**src/verilog/asx_pkg.sv**
```systemverilog
// Constants and types shared by the subtract/xor/swap datapath.
// Assumes a single core clock and a synchronous active-low reset.
package asx_pkg;
  localparam int unsigned DATA_W  = 8;
  localparam int unsigned ADDR_W  = 7;
  localparam int unsigned NIB_W   = 4;
  localparam logic [7:0]  ACC_RST = 8'h00;
  localparam logic        DEST_ACC  = 1'b0;
  localparam logic        DEST_FILE = 1'b1;

  // Operation select codes from the decoder
  typedef enum logic [1:0] {
    OP_SUB_ACC_FROM_FILE = 2'h0,
    OP_XOR_IMM_INTO_ACC  = 2'h1,
    OP_NIBBLE_EXCHANGE   = 2'h2,
    OP_XOR_ACC_WITH_FILE = 2'h3
  } asx_op_e;

  // Sequencer states, one-hot
  typedef enum logic [1:0] {
    ST_IDLE = 2'b01,
    ST_BUSY = 2'b10
  } asx_state_e;
endpackage

```
**src/verilog/asx_alu.sv**
```systemverilog
// Combinational result and flag generator for the four operations.
// Assumes operands are stable within the cycle; no state held here.
`timescale 1ns/1ps
module asx_alu (
  input  wire asx_pkg::asx_op_e op,
  input  wire logic [7:0]       acc,
  input  wire logic [7:0]       fval,
  input  wire logic [7:0]       imm,
  output logic      [7:0]       res,
  output logic                  carry,
  output logic                  half_borrow_bit,
  output logic                  zero,
  output logic                  carry_en,
  output logic                  hb_en,
  output logic                  zero_en
);
  logic [8:0] diff;
  logic [4:0] ndiff;

  ////////////////////////////////////////////////////////////////////////
  // Subtract via add of inverted operand plus one: carry out is not-borrow
  always_comb begin
    diff  = {1'b0, fval} + {1'b0, ~acc} + 9'h001;
    ndiff = {1'b0, fval[3:0]} + {1'b0, ~acc[3:0]} + 5'h01;
    res             = 8'h00;
    carry           = diff[8];
    half_borrow_bit = ndiff[4];
    carry_en        = 1'b0;
    hb_en           = 1'b0;
    zero_en         = 1'b0;
    case (op)
      asx_pkg::OP_SUB_ACC_FROM_FILE: begin
        res      = diff[7:0];
        carry_en = 1'b1;
        hb_en    = 1'b1;
        zero_en  = 1'b1;
      end
      asx_pkg::OP_XOR_IMM_INTO_ACC: begin
        res     = acc ^ imm;
        zero_en = 1'b1;
      end
      asx_pkg::OP_NIBBLE_EXCHANGE: begin
        res = {fval[3:0], fval[7:4]};
      end
      asx_pkg::OP_XOR_ACC_WITH_FILE: begin
        res     = acc ^ fval;
        zero_en = 1'b1;
      end
      default: res = 8'h00;
    endcase
    zero = (res == 8'h00);
  end
endmodule

```
**src/verilog/asx_datapath.sv**
```systemverilog
// Top of the subtract/xor/swap datapath: accumulator, flags, file access.
// Assumes the decoder and file memory share CLOCK; file reads answer in the
// same cycle that FILE_RD_EN is high, with FILE_RD_DATA.
`timescale 1ns/1ps
module asx_datapath (
  input  wire logic       CLOCK,
  input  wire logic       RSTN,
  input  wire logic       OP_VALID,
  input  wire logic [1:0] OP_SEL,
  input  wire logic [6:0] FILE_ADDR,
  input  wire logic       DEST_SEL,
  input  wire logic [7:0] IMM_DATA,
  input  wire logic [7:0] FILE_RD_DATA,
  output logic            OP_READY,
  output logic            OP_DONE,
  output logic            FILE_RD_EN,
  output logic            FILE_WR_EN,
  output logic [6:0]      FILE_WR_ADDR,
  output logic [7:0]      FILE_WR_DATA,
  output logic [7:0]      ACC,
  output logic            CARRY,
  output logic            HALF_BORROW_BIT,
  output logic            ZERO
);
  typedef struct packed {
    asx_pkg::asx_state_e st;
    asx_pkg::asx_op_e    op;
    logic [6:0]          addr;
    logic                dest;
    logic                rd_en;
    logic                wr_en;
    logic [7:0]          wr_data;
    logic                done;
    logic [7:0]          acc;
    logic                carry;
    logic                hb;
    logic                zero;
    logic                ready;
  } asx_state_s;

  asx_state_s s_q, s_d;

  logic [7:0]       alu_res;
  logic             alu_c;
  logic             alu_hb;
  logic             alu_z;
  logic             c_en;
  logic             hb_en;
  logic             z_en;
  logic [7:0]       f_operand;
  asx_pkg::asx_op_e op_req;
  logic             idle;
  logic             take;
  logic             take_imm;
  logic             take_file;
  logic [7:0]       imm_res;
  logic             imm_zero;

  ////////////////////////////////////////////////////////////////////////
  // Operation code as the decoder presents it on OP_SEL.
  // Kept in one place so every decode of the request agrees.
  function automatic asx_pkg::asx_op_e op_decode(input logic [1:0] code);
    return asx_pkg::asx_op_e'(code);
  endfunction

  // Zero test for the immediate path; the file-op commit takes its zero flag
  // from the ALU's own zero output instead of this function.
  function automatic logic is_zero(input logic [7:0] value);
    return (value == '0);
  endfunction

  // True for the operations that need a file read before they commit
  function automatic logic needs_file(input asx_pkg::asx_op_e code);
    return (code != asx_pkg::OP_XOR_IMM_INTO_ACC);
  endfunction

  ////////////////////////////////////////////////////////////////////////
  // File operand is only meaningful in BUSY, when the read has answered
  assign f_operand = FILE_RD_DATA;

  asx_alu u_alu (
    .op              (s_q.op),
    .acc             (s_q.acc),
    .fval            (f_operand),
    .imm             (IMM_DATA),
    .res             (alu_res),
    .carry           (alu_c),
    .half_borrow_bit (alu_hb),
    .zero            (alu_z),
    .carry_en        (c_en),
    .hb_en           (hb_en),
    .zero_en         (z_en)
  );

  ////////////////////////////////////////////////////////////////////////
  // Request decode. A request is taken only while idle; one offered while
  // busy is dropped without any indication, so the decoder must watch
  // OP_READY before it offers the next operation.
  assign op_req    = op_decode(OP_SEL);
  assign idle      = (s_q.st == asx_pkg::ST_IDLE);
  assign take      = OP_VALID && idle;
  assign take_imm  = take && !needs_file(op_req);
  assign take_file = take && needs_file(op_req);

  // Immediate path result, computed while the literal is on IMM_DATA.
  // The literal is not held, which is why this path cannot go through
  // the registered ALU operand like the file operations do.
  assign imm_res  = s_q.acc ^ IMM_DATA;
  assign imm_zero = is_zero(imm_res);

  ////////////////////////////////////////////////////////////////////////
  // Sequencer: immediate op finishes in one step, file ops read then commit.
  // Pulses (read, write, done) fall back to zero unless set in this cycle.
  always_comb begin
    s_d       = s_q;
    s_d.rd_en = 1'b0;
    s_d.wr_en = 1'b0;
    s_d.done  = 1'b0;
    case (s_q.st)
      asx_pkg::ST_IDLE: begin
        // Immediate op: only the accumulator and zero flag move
        if (take_imm) begin
          s_d.acc  = imm_res;
          s_d.zero = imm_zero;
          s_d.done = 1'b1;
        end
        // File op: latch address and destination, then ask for the byte
        if (take_file) begin
          s_d.op    = op_req;
          s_d.addr  = FILE_ADDR;
          s_d.dest  = DEST_SEL;
          s_d.rd_en = 1'b1;
          s_d.st    = asx_pkg::ST_BUSY;
        end
      end
      asx_pkg::ST_BUSY: begin
        // Read data is valid now; commit result and flags together
        if (s_q.dest == asx_pkg::DEST_FILE) begin
          s_d.wr_en   = 1'b1;
          s_d.wr_data = alu_res;
        end else begin
          s_d.acc = alu_res;
        end
        // Flags move only where the operation is allowed to touch them;
        // the nibble exchange leaves all three alone
        if (c_en) begin
          s_d.carry = alu_c;
        end
        if (hb_en) begin
          s_d.hb = alu_hb;
        end
        if (z_en) begin
          s_d.zero = alu_z;
        end
        s_d.done = 1'b1;
        s_d.st   = asx_pkg::ST_IDLE;
      end
      default: begin
        // Illegal state code: drop back to idle and wait for a request
        s_d.st = asx_pkg::ST_IDLE;
      end
    endcase
    // Ready is registered so the output comes straight from a flop
    s_d.ready = (s_d.st == asx_pkg::ST_IDLE);
  end

  ////////////////////////////////////////////////////////////////////////
  // State register; flags and accumulator clear on reset
  always_ff @(posedge CLOCK) begin
    if (!RSTN) begin
      s_q         <= '0;
      s_q.st      <= asx_pkg::ST_IDLE;
      s_q.op      <= asx_pkg::OP_SUB_ACC_FROM_FILE;
      s_q.acc     <= asx_pkg::ACC_RST;
      s_q.ready   <= 1'b1;
    end else begin
      s_q <= s_d;
    end
  end

  ////////////////////////////////////////////////////////////////////////
  // Outputs straight from the state register.
  // No gate sits between a flop and a pin, so downstream timing is clean.
  // The write address doubles as the read address for the file model.
  assign OP_READY        = s_q.ready;
  assign OP_DONE         = s_q.done;
  assign FILE_RD_EN      = s_q.rd_en;
  assign FILE_WR_EN      = s_q.wr_en;
  assign FILE_WR_ADDR    = s_q.addr;
  assign FILE_WR_DATA    = s_q.wr_data;
  assign ACC             = s_q.acc;
  assign CARRY           = s_q.carry;
  assign HALF_BORROW_BIT = s_q.hb;
  assign ZERO            = s_q.zero;
endmodule

```
**config.mk**
```make
export PLATFORM = sky130hd
export DESIGN_NAME = asx_datapath
export DESIGN_NICKNAME = d
export VERILOG_FILES = /design/src/verilog/asx_pkg.sv /design/src/verilog/asx_alu.sv /design/src/verilog/asx_datapath.sv
export SDC_FILE = /design/constraint.sdc
export NUM_CORES = 1
export LEC_CHECK = 0
export CORE_UTILIZATION = 42
export CTS_CLUSTER_DIAMETER = 200
export CTS_CLUSTER_SIZE = 20
export DETAILED_ROUTE_END_ITERATION = 6
export DONT_BUFFER_PORTS = 1
export MAX_ROUTING_LAYER = met4
export SLEW_MARGIN = 20
export SYNTH_ARGS = -nofsm -noshare
export SYNTH_HDL_FRONTEND = slang
export SYNTH_SLANG_ARGS = --single-unit
```
**constraint.sdc**
```tcl
create_clock -name CLOCK -period 2.4 [get_ports CLOCK]
set_clock_uncertainty 0.2 [all_clocks]
set_input_delay 0.36 -clock CLOCK [delete_from_list [all_inputs] [get_ports CLOCK]]
set_output_delay 0.36 -clock CLOCK [all_outputs]
set_load 0.005 [all_outputs]
```
### After elaboration in Yosys (flattened, before gate mapping)

Index checks and enable logic that the tools add are counted.

| storage, ports and cells | value |
|---|---|
| input port bits | 29 |
| register bits | 35 |
| output and inout port bits | 30 |

| cells by class | value |
|---|---|
| add/subtract/negate cells | 4 |
| equal/unequal tests | 10 |
| bitwise logic cells | 4 |
| reductions and logical operators | 16 |
| multiplexer cells | 12 |

Operators by type and width:

| kind | number |
|---|---|
| case mux 8 bit (4 select lines) | 1 |
| 2-to-1 mux 9 bit | 2 |
| case mux 9 bit (2 select lines) | 1 |
| zero test 8 bit | 2 |
| bitwise XOR 8 bit | 2 |
| 2-to-1 mux 13 bit | 1 |
| AND reduction 2 bit | 5 |
| adder 8 x 8 -> 9 bit | 1 |
| adder 9 x 1 -> 9 bit (second input constant) | 1 |
| 2-to-1 mux 8 bit | 1 |
| inverter 8 bit | 1 |
| == test 2 x 1 -> 1 bit (second input constant) | 3 |
| == test 2 bit (second input constant) | 3 |
| != test 2 x 1 -> 1 bit (second input constant) | 3 |
| AND reduction 3 bit | 2 |
| adder 4 x 4 -> 5 bit | 1 |
| adder 5 x 1 -> 5 bit (second input constant) | 1 |
| 2-to-1 mux 1 bit | 4 |
| inverter 4 bit | 1 |
| logical AND 1 bit | 3 |
| OR reduction 3 bit | 1 |
| zero test 2 bit | 1 |
| 2-to-1 mux 2 bit | 1 |
| != test 2 bit (second input constant) | 1 |
| 3 further kinds | 3 |

### Logic depth before layout (Yosys ltp)

Gate-level depths: netlist (run 1).

| depth | value |
|---|---|
| depth after elaboration | 7 |
| gate-level depth with buffers | 10 |

### Cells and area by module

Synthesis (run 1) repeated with hierarchy kept, for this count alone.

| second synthesis, totals | value |
|---|---|
| cells, all modules | 312 |
| area, all modules | 2667.6 µm² |

Modules (own cells, without submodules):

| module | area each (µm²) | sequential area each (µm²) | times used | cells each |
|---|---|---|---|---|
| asx_datapath | 1870.5 | 700.7 | 1 | 209 |
| asx_alu | 797.0 | 0.0 | 1 | 103 |

### Least setup slack after synthesis (run 1)

OpenSTA, ideal clock, no wires.

| path | value |
|---|---|
| path kind | reg2reg |
| start point | register ACC[1] (netlist name) |
| end point | register s_q (netlist bit ZERO) |
| data arrival time | 2.205 ns |
| buffers on the path | 0 |
| slack | -0.101 ns |
| clock period less this slack | 2.501 ns |
| stages on the path, launching flop included | 9 |
| library setup time | 0.096 ns |
| cell sequence | dfxtp_1 > inv_1 > ha_1 > nor2b_1 > o31ai_2 > and3_1 > o31a_1 > or4_1 > o41ai_2 |

| between the ends | value |
|---|---|
| cells in the longest elaborated chain, start to end | 7 |
| elaborated cells between the ends (all ways) | 11 |
| those cells by class | add/sub (2); mux (4); bitwise (3); reduce/logical (2) |

RTL lines:

| what | line | source |
|---|---|---|
| inverter 8 bit | asx_alu.sv:23 | `diff = {1'b0, fval} + {1'b0, ~acc} + 9'h001;` |
| adder 8 x 8 -> 9 bit | asx_alu.sv:23 |  |
| adder 9 x 1 -> 9 bit | asx_alu.sv:23 |  |
| case mux 8 bit (4 select lines) | asx_alu.sv:31 | `case (op)` |
| zero test 8 bit | asx_alu.sv:51 | `zero = (res == 8'h00);` |
| 2-to-1 mux 1 bit | asx_datapath.sv:152 | `if (z_en) begin` |
| case mux 1 bit (2 select lines) (*) | asx_datapath.sv:119 | `case (s_q.st)` |
| to (decl) | asx_datapath.sv:41 | `asx_state_s s_q, s_d;` |

Every way passes the cells marked *; elsewhere a longest branch is shown, timed or not. The select of a mux whose other input is x is not followed.
A chain may end at the register's enable or synchronous reset.

### Worst setup path in the final report (run 1)

| path | value |
|---|---|
| start point | register ACC[2] (netlist name) |
| end point | register s_q (netlist bit ZERO) |

| between the ends | value |
|---|---|
| cells in the longest elaborated chain, start to end | 7 |
| elaborated cells between the ends (all ways) | 11 |
| those cells by class | add/sub (2); mux (4); bitwise (3); reduce/logical (2) |

RTL lines:

| what | line |
|---|---|
| inverter 8 bit | asx_alu.sv:23 |
| adder 8 x 8 -> 9 bit | asx_alu.sv:23 |
| adder 9 x 1 -> 9 bit | asx_alu.sv:23 |
| case mux 8 bit (4 select lines) | asx_alu.sv:31 |
| zero test 8 bit | asx_alu.sv:51 |
| 2-to-1 mux 1 bit | asx_datapath.sv:152 |
| case mux 1 bit (2 select lines) (*) | asx_datapath.sv:119 |

Marks and branches as above.

==> results.md, run 1 <==
Outcome:
- The flow ran to the end, but the final reports show violations.
- The checks that failed: setup timing.

Min path:
- The tightest min-delay check is of the input port to flip-flop type.
- The startpoint of the worst hold path is FILE_ADDR[1].

Detailed routing:
- Summed over all layers, the routed wires come to 6557 um.
- In the routed design, unresolved DRC markers number 0.
- The number of optimization iterations in the first detailed-route pass is 4.
- The wire length per cell after detailed routing is 16.56 um.
- The overall via count from detail_route is 2189.
- In this run, the number of DRC markers left after iteration 0 of detailed routing was 149.
- The mean number of vias per cell is 5.528.
- The remaining number of nets flagged by the antenna check after routing is 0.

Power and ir drop:
- The analysis attributes to cell leakage a power of 1.090 nW.
- Cell internal power was estimated by the tool at 1.084 mW.
- The worst-case IR drop observed on VDD is 0.3149 mV.
- The portion of total power attributed to sequential cells is 0.408.
- In this run the power density over the cells is 549.6 nW/um^2.
- The share of total power dissipated in combinational logic is 0.240.
- Of the total power, the clock network draws 0.352.
- The net switching share of the total power is 0.2921.
- For this design the total switching power over the nets is 0.4473 mW.

Run:
- The number of max-cap violations is 0.

STA:
- The worst path setup slack after routing is -6.194 ps.
- The max-slew violation count is 0.
- The setup-violating endpoint count in the final report is 1.
- Subtracting the final worst setup slack from the clock period gives 2406 ps.
- The worst hold margin is 4.814 ps.
- Measured against its own limit, the worst slew margin works out to 0.6131.
- Static timing analysis puts the maximum clock frequency at 0.4156 GHz.
- The final number of hold-violating endpoints is 0.
- Dividing the final minimum period by the clock period gives 1.003.
- At the pin with the least slew margin, the transition time is 578.3 ps.
- Setup repair after global routing could not meet its margin everywhere.

Finish:
- After the flow finishes, the layout carries non-filler instances totaling 396.
- Of the cells placed in the final design, the portion with a size suffix greater than 1 is 0.2130.
- The net count of the finished layout is 363.
- The final design instance area without fill is 2786 sq um.
- From synthesis to final layout, the design area changed by 16.35%.
- The number of antenna diodes in the final layout is 0.
- The library cell used most frequently in the layout, excluding fill and tap cells, is sky130_fd_sc_hd__buf_4.
- In the layout the commonest cells are 39 x sky130_fd_sc_hd__buf_4, 33 x sky130_fd_sc_hd__nand2_1, 31 x sky130_fd_sc_hd__dfxtp_1, 28 x sky130_fd_sc_hd__nor2_1, 23 x sky130_fd_sc_hd__a21oi_1.

Placement:
- The half-perimeter wire length after detailed placement is 5004 um.
- The instance area after placement is 2521 sq um.
- In this run the tool buffered the top-level ports with 0 buffer cells.
- Routability-driven placement finished with a final weighted congestion of 0.9718.
- The cell count after placement is 380.

Logic synthesis:
- Averaged over all synthesized cells, the footprint is 7.775 sq um.
- The share of the synthesized area in the top cell type is 0.2926.
- The sequential area share after synthesis is 0.2926.
- The synthesized design contains 35 register bits.
- By area the synthesized netlist is led by sky130_fd_sc_hd__dfxtp_1 29%, sky130_fd_sc_hd__buf_4 7.5%, sky130_fd_sc_hd__ha_1 5.2%.
- The cell area after technology mapping is 2395 sq um.
- The number of distinct standard cells referenced by the synthesized netlist is 51.
- The synthesized netlist cell count is 308.
- Among all flip-flop cells after synthesis, the most frequent one is sky130_fd_sc_hd__dfxtp_1.
- During synthesis, Yosys emitted a total of 0 warnings.
- Counting flops with a built-in enable in the synthesized netlist gives 0.
- Of all flip-flops after synthesis, the portion carrying an async set or reset was 0.
- sky130_fd_sc_hd__dfxtp_1 takes more of the synthesized area than any other cell.
- The number of nets handed over by synthesis was 348.

Floorplan:
- The floorplan die area is 6008 sq um.
- After floorplanning, the core was divided into 27 placement rows.
- In this run the vertical extent of the chip is 77.51 um.
- 59 I/O pins were placed.
- From left edge to right edge, the die measures 77.51 um.
- The starting utilization of the core area is 0.4349.
- The floorplan step defined a core boundary enclosing 5507 sq um.

Clocking:
- The number of buffers inserted during clock tree synthesis is 5.
- In this run the clock root is driven by a sky130_fd_sc_hd__clkbuf_8.
- Clock-pin slew was measured on the worst setup and hold paths at 80 ps.
- The maximum buffer depth of the clock tree is 2.
- For the worst-skew pair, the clock arrives at the later sink with an insertion delay of 290 ps.
- TritonCTS built the clock tree.
- The clock sink total is 35.
- The H-tree depth is 2.

Global routing:
- For this run the aggregate overflow at the end of global routing stands at 0.
- The number of antenna violations at the first check in global routing is 0.
- The wire length of the first global-routing pass is 10710 um.
- The overall track demand over capacity in global routing is 0.2365.
- The number of global-route vias before repair is 2219.
- Entering global routing, the biggest net connects 18 pins.

Critical path:
- The critical path startpoint category is a flip-flop.
- The critical path is of the flip-flop to flip-flop type.
- The startpoint identified for the worst register-to-register timing path is ACC[2].
- The type of destination of the critical path is a flip-flop.
- The data arrival time of the worst path is 2410 ps.
- The start point of the critical path is ACC[2].
- The highest net fanout along the worst path is 5.
- The worst endpoint required time is 2400 ps.
[kinds of logic (layout without fill, tap and decap cells)]
kind of cell | after synthesis | in the layout | share of synthesized area
AND/OR/NAND/NOR | 108 | 108 | 0.2111
AO/OA/AOI/OAI | 83 | 83 | 0.2330
buffers and inverters | 53 | 69 | 0.1280
flip-flops | 35 | 35 | 0.2926
adder cells (fa/ha/maj) | 11 | 11 | 0.06061
XOR/XNOR | 11 | 11 | 0.04023
multiplexers | 7 | 7 | 0.03448
[cell type report]
cell class / count / area, sq um
fill: 558 / 2720
multi-input combinational: 220 / 1471
sequential: 35 / 705.7
timing repair buffer: 44 / 342.8
tap: 72 / 90.09
clock buffer: 5 / 68.82
inverter: 17 / 63.81
clock inverter: 3 / 43.79
[stage by stage]
step	TNS, ps	utilization	total power [mW]	setup WS [ps]
after CTS	-9.943	0.5006	1.531	-9.943
after global routing	-280.2	0.5060	1.614	-115.2
after detailed placement	-269.2	0.4579	0.9705	-121.5
after global placement	-151.5	0.4579	0.9686	-65.57
final	-6.194	0.5060	1.531	-6.194
after floorplan	-9.535	-	0.8667	-9.535
[critical path, cell delays in order, from the launching register on]
cell,delay [ps]
sky130_fd_sc_hd__dfxtp_2,330
sky130_fd_sc_hd__inv_1,60
sky130_fd_sc_hd__ha_4,290
sky130_fd_sc_hd__o21a_2,140
sky130_fd_sc_hd__o31ai_4,80
sky130_fd_sc_hd__and3_1,170
sky130_fd_sc_hd__o31a_1,310
sky130_fd_sc_hd__or4_4,540
sky130_fd_sc_hd__o41ai_2,190
[cell usage after synthesis (all sizes together), types with 3 or more instances]
cell,number
nand2,33
o31ai,3
mux2i,6
a22oi,6
dfxtp,35
nand3,9
o21a,4
and2,4
nand2b,5
nor2b,10
xnor2,6
nor2,28
o21ai,23
clkbuf,7
a21oi,24
nor3,11
inv,16
xor2,5
ha,10
buf,29
a211oi,6
[flip-flops by register name, indices dropped and copies added (netlist names), 5 cells and up]
| name | flops |
|---|---|
| ACC | 8 |
| FILE_WR_ADDR | 7 |
| FILE_WR_DATA | 8 |
| s_q | 5 |
[what timing repair did]
item                                   in CTS  in global routing
buffers inserted                            2                  1
hold buffers                                5                  0
endpoints found under the hold margin       8                  0
setup endpoints to repair                   2                  7
gates resized for setup                     8                  7
cloned                                      0                  0
pin swaps                                   5                  1
[final timing paths]
kind / end / slack [ps] / depth (start not counted)
hold reg to reg: FILE_WR_DATA[6] / 280 / 2
hold / removal: FILE_WR_ADDR[1] / 5 / 2
setup reg to reg: ZERO / -6 / 8
setup / recovery: ZERO / -6 / 8
[layer usage]
layer  up-vias  wire, um  track usage
li1       1081         -            -
met2        62      3179       0.3929
met3         7       477      0.06706
met1      1039      2861       0.2840
met4         0        38      0.05094
met5         -         0            -
[power groups by stage]
stage	sequential (mW)	combinational, mW	clock, mW
final	0.625	0.368	0.539
after global routing	0.629	0.405	0.580
after CTS	0.625	0.357	0.549
after detailed placement	0.638	0.332	0
after global placement	0.638	0.331	0
after floorplan	0.628	0.239	0
Note: power is estimated with default switching activity, not from simulation.
==> run 2: changes to the inputs <==
--- a/config.mk
+++ b/config.mk
@@ -5,7 +5,8 @@
 export SDC_FILE = /design/constraint.sdc
 export NUM_CORES = 1
 export LEC_CHECK = 0
-export CORE_UTILIZATION = 42
+export ABC_AREA = 1
+export CORE_UTILIZATION = 45
 export CTS_CLUSTER_DIAMETER = 200
 export CTS_CLUSTER_SIZE = 20
 export DETAILED_ROUTE_END_ITERATION = 6
==> results.md, run 2 <==
Outcome:
- Outcome: finished, final reports clean (was finished, violations left).

STA:
- The worst path setup slack after routing came to 234.6 ps (was -6.194 ps).
- The final number of hold-violating endpoints is 0 (unchanged).
- The final critical path time including I/O delays and setup was 2165 ps (was 2406 ps).
- The headroom to the max-slew limit is 0.7010 (was 0.6131).
- The setup TNS after final layout is 0 ps (was -6.194 ps).
- The max-slew violation count is 0 (unchanged).
- Unrepaired setup endpoints after global routing: no (was yes).
- The transition time at the pin with the least slew margin is 448.6 ps (was 578.3 ps).
- The maximum operating frequency is 0.4618 GHz (was 0.4156 GHz).
- The final clock period utilization by the worst path came to 0.9023 (was 1.003).
- The setup-violating endpoint count in the final report came to 0 (was 1).

Clocking:
- The H-tree depth was 2 (unchanged).
- The maximum buffer depth of the clock tree was 2 (unchanged).
- The clock insertion delay at the later pin of the skew report is 280 ps (was 290 ps).
- The CTS root buffer is sky130_fd_sc_hd__clkbuf_8 (unchanged).
- The clock transition at the register clock pins on the worst setup and hold paths after CTS is 80 ps (about the same).
- The clock sink total was 35 (unchanged).
- The TritonCTS clock tree is built (unchanged).
- The buffer count from post-CTS setup fixing is 0 (was 2).
- The number of buffers inserted during clock tree synthesis is 5 (unchanged).

Critical path:
- The delay of the slowest cell on the worst path came to 410 ps (was 540 ps).
- The critical path startpoint category was a flip-flop (unchanged).
- The worst endpoint required time is 2420 ps (was 2400 ps).
- The type of destination of the critical path is a flip-flop (unchanged).
- The cell at the slowest stage of the critical path is sky130_fd_sc_hd__fa_1 (was sky130_fd_sc_hd__or4_4).
- The most numerous cell type found on the critical path is sky130_fd_sc_hd__nand2_1.
- The kind of cell adding the most delay to the critical path was simple AND/OR/NAND/NOR gates (was compound AO/OA/AOI/OAI gates).
- The highest net fanout along the worst path is 3 (was 5).
- The type of the worst setup path is flip-flop to flip-flop (unchanged).
- The number of buffer and inverter stages on the critical path is 1 (unchanged).
- The data arrival time of the worst path is 2180 ps (was 2410 ps).
- Cell-by-cell listing of the critical path: ha_1, inv_1, fa_1, nand2_1, nand3_1, nand3b_1, nand2_1, nand2_1, nand3_1, nand2_2, nand2_1, nand2_1, nand2_1, a21oi_1 (was inv_1, ha_4, o21a_2, o31ai_4, and3_1, o31a_1, or4_4, o41ai_2).

Min path:
- The kind of path behind the tightest hold check is input port to flip-flop (unchanged).

Detailed routing:
- The DRC violation total after the first TritonRoute iteration came to 120 (was 149).
- The remaining number of nets flagged by the antenna check after routing is 0 (unchanged).
- The number of optimization iterations in the first detailed-route pass is 4 (unchanged).
- The detailed-route DRC error count was 0 (unchanged).
- The routed wire length was 6000 um (was 6557 um).
- The mean number of vias per cell was 5.286 (was 5.528).
- The wire length per cell after detailed routing was 15.08 um (was 16.56 um).
- The overall via count from detail_route is 2104 (was 2189).

Floorplan:
- The width of the die is 73.28 um (was 77.51 um).
- The core box area is 4817 sq um (was 5507 sq um).
- The starting utilization of the core area was 0.4745 (was 0.4349).
- The floorplan die area came to 5369 sq um (was 6008 sq um).
- The number of placement rows is 25 (was 27).
- The I/O pin count came to 59 (unchanged).
- The overall die height is 73.28 um (was 77.51 um).

Logic synthesis:
- The sequential area share after synthesis is 0.3065 (was 0.2926).
- The number of enable flip-flop cells after synthesis is 0 (unchanged).
- The proportion of register bits with asynchronous set or reset after synthesis is 0 (unchanged).
- The mean instance size in the synthesized netlist came to 6.665 sq um (was 7.775 sq um).
- The synthesized netlist cell count was 343 (was 308).
- The top flip-flop cell by instance count after synthesis was sky130_fd_sc_hd__dfxtp_1 (unchanged).
- The cell area after technology mapping is 2286 sq um (was 2395 sq um).
- Post-synth top cells: 108 x sky130_fd_sc_hd__nand2_1, 35 x sky130_fd_sc_hd__dfxtp_1, 33 x sky130_fd_sc_hd__inv_1 (was 35 x sky130_fd_sc_hd__dfxtp_1, 33 x sky130_fd_sc_hd__nand2_1, 28 x sky130_fd_sc_hd__nor2_1).
- The dominant cell by count in the synthesized netlist is sky130_fd_sc_hd__nand2_1 (was sky130_fd_sc_hd__dfxtp_1).
- The number of distinct standard cells referenced by the synthesized netlist is 29 (was 51).
- The cell type contributing the most total cell area after synthesis is sky130_fd_sc_hd__dfxtp_1 (unchanged).
- The share of the synthesized area in the top cell type came to 0.3065 (was 0.2926).
- The warning count from the yosys run came to 0 (unchanged).
- Synth top area cells: sky130_fd_sc_hd__dfxtp_1 31%, sky130_fd_sc_hd__nand2_1 18%, sky130_fd_sc_hd__buf_4 7.6% (was sky130_fd_sc_hd__dfxtp_1 29%, sky130_fd_sc_hd__buf_4 7.5%, sky130_fd_sc_hd__ha_1 5.2%).
- The synthesized netlist net count is 383 (was 348).
- The synthesized flop and latch total is 35 (unchanged).

Power and ir drop:
- The clock network fraction of design power was 0.376 (was 0.352).
- The net switching share of the total power was 0.3052 (was 0.2921).
- The internal portion of total power came to 1.006 mW (was 1.084 mW).
- The leakage power is 1.060 nW (was 1.090 nW).
- The portion of total power attributed to sequential cells is 0.434 (was 0.408).
- The power density normalized to cell area is 616.0 nW/um^2 (was 549.6 nW/um^2).
- The combinational cell fraction of total power was 0.190 (was 0.240).
- The peak ir drop on the vdd network is 0.3468 mV (was 0.3149 mV).
- The switching power is 0.4420 mW (was 0.4473 mW).

Global routing:
- The number of antenna violations at the first check in global routing is 0 (unchanged).
- The number of global-route vias before repair is 1946 (was 2219).
- The overall track demand over capacity in global routing is 0.2456 (was 0.2365).
- The routing usage on met3 came to 0.05898 (was 0.06706).
- The met1 layer usage reported by global route is 0.3322 (was 0.2840).
- The wire length of the first global-routing pass is 9611 um (was 10710 um).
- The global routing usage on met2 was 0.3642 (was 0.3929).
- The remaining global-route overflow is 0 (unchanged).
- The pin count of the biggest net entering global routing is 17 (was 18).
- The peak-usage layer in the global routing report is met2 (unchanged).

Finish:
- The final net count is 370 (was 363).
- The total inserted antenna cells is 0 (unchanged).
- Commonest cells after routing, fill and taps aside: 107 x sky130_fd_sc_hd__nand2_1, 35 x sky130_fd_sc_hd__dfxtp_1, 33 x sky130_fd_sc_hd__inv_1, 30 x sky130_fd_sc_hd__nand3_1, 30 x sky130_fd_sc_hd__a21oi_1 (was 39 x sky130_fd_sc_hd__buf_4, 33 x sky130_fd_sc_hd__nand2_1, 31 x sky130_fd_sc_hd__dfxtp_1, 28 x sky130_fd_sc_hd__nor2_1, 23 x sky130_fd_sc_hd__a21oi_1).
- The final design utilization is 0.4881 (was 0.5060).
- The proportion of layout cells with a drive suffix above 1 was 0.09366 (was 0.2130).
- The most common cell after layout, fill and taps aside is sky130_fd_sc_hd__nand2_1 (was sky130_fd_sc_hd__buf_4).
- The layout overhead on the synthesized area is 2.846% (was 16.35%).

Placement:
- The final weighted congestion of routability-driven global placement was 0.9105 (was 0.9718).
- The placement-stage worst setup slack came to 210.2 ps (was -121.5 ps).
- The half-perimeter wire length after detailed placement is 4607 um (was 5004 um).
- The count of port buffers added during placement is 0 (unchanged).

Run:
- The number of max-cap violations is 0 (unchanged).
-- run 2: changes by cell type after synthesis, moves of 5 or more --
cell	before	now
sky130_fd_sc_hd__a21oi_1	24	30
sky130_fd_sc_hd__nand2_1	33	108
sky130_fd_sc_hd__inv_1	15	33
sky130_fd_sc_hd__mux2i_1	6	0
sky130_fd_sc_hd__nor2b_1	10	0
sky130_fd_sc_hd__o21ai_0	18	7
sky130_fd_sc_hd__a22oi_1	6	0
sky130_fd_sc_hd__inv_2	1	6
sky130_fd_sc_hd__a211oi_1	6	0
sky130_fd_sc_hd__nand2b_1	5	0
sky130_fd_sc_hd__nor3_1	11	5
sky130_fd_sc_hd__nor2_1	28	12
sky130_fd_sc_hd__nand3_1	9	30
-- run 2: routing by layer --
metal  vias up  routed length [um]
li1       1059                   -
met5         -                   0
met4         0                  57
met3         6                 391
met2        71                2666
met1       968                2884
-- run 2: kinds of logic (layout without fill, tap and decap cells) --
family                     count (synthesis)  after routing  synth area share
xor gates and xnor gates                   7              7           0.02682
and+or+nand+nor                          173            173            0.3399
adders and majority gates                 11             11           0.06349
AOI/OAI and AO/OA                         51             51            0.1166
DFF                                       35             35            0.3065
buffers and inverters                     66             54            0.1467
-- run 2: final cells by class --
cell class	instances	area, sq um
fillers	524	2466
multi-input cells	242	1252
flip-flops and latches	35	700.7
inverters	39	146.4
well taps	67	83.83
clock buffers	5	68.82
repair buffers	7	55.05
clock inverters	3	43.79
-- run 2: power by group through the flow --
stage	Combinational, mW	Clock (mW)	Sequential, mW
final	0.275	0.545	0.628
after global placement	0.267	0	0.642
after global routing	0.310	0.581	0.632
after detailed placement	0.267	0	0.642
after floorplan	0.221	0	0.636
after CTS	0.270	0.557	0.629
-- run 2: what timing repair did --
| item | CTS | global route |
|---|---|---|
| hold buffers | 1 | 0 |
| resized for setup | 0 | 1 |
| endpoints found under the hold margin | 1 | 0 |
| endpoints found under the setup margin | 0 | 1 |
-- run 2: final timing paths --
kind                        start              end  slack, ps  cells after the start
hold / removal               RSTN            CARRY         10                      2
setup reg to reg           ACC[0]           ACC[6]        230                     14
hold reg to reg   FILE_WR_ADDR[4]  FILE_WR_ADDR[4]        280                      2
setup / recovery           ACC[0]           ACC[6]        230                     14
-- run 2: worst register-to-register path, cell delays in order (launching register included) --
cell and delay (ps):
sky130_fd_sc_hd__dfxtp_1 360, sky130_fd_sc_hd__ha_1 150, sky130_fd_sc_hd__inv_1 70, sky130_fd_sc_hd__fa_1 410, sky130_fd_sc_hd__nand2_1 90, sky130_fd_sc_hd__nand3_1 90, sky130_fd_sc_hd__nand3b_1 120, sky130_fd_sc_hd__nand2_1 60
sky130_fd_sc_hd__nand2_1 70, sky130_fd_sc_hd__nand3_1 80, sky130_fd_sc_hd__nand2_2 100, sky130_fd_sc_hd__nand2_1 50, sky130_fd_sc_hd__nand2_1 70, sky130_fd_sc_hd__nand2_1 40, sky130_fd_sc_hd__a21oi_1 120
-- run 2: stage by stage --
stage          hold slack [ps]  cell area [sq um]  power [mW]  std cells
2_1_floorplan            241.3               2286      0.8565        343
3_3_place_gp             268.3               2226      0.9088        389
3_5_place_dp             274.2               2226      0.9094        389
4_1_cts                  3.921               2349       1.455        398
5_1_grt                  12.89               2351       1.523        398
6_report                 14.14               2351       1.448        398
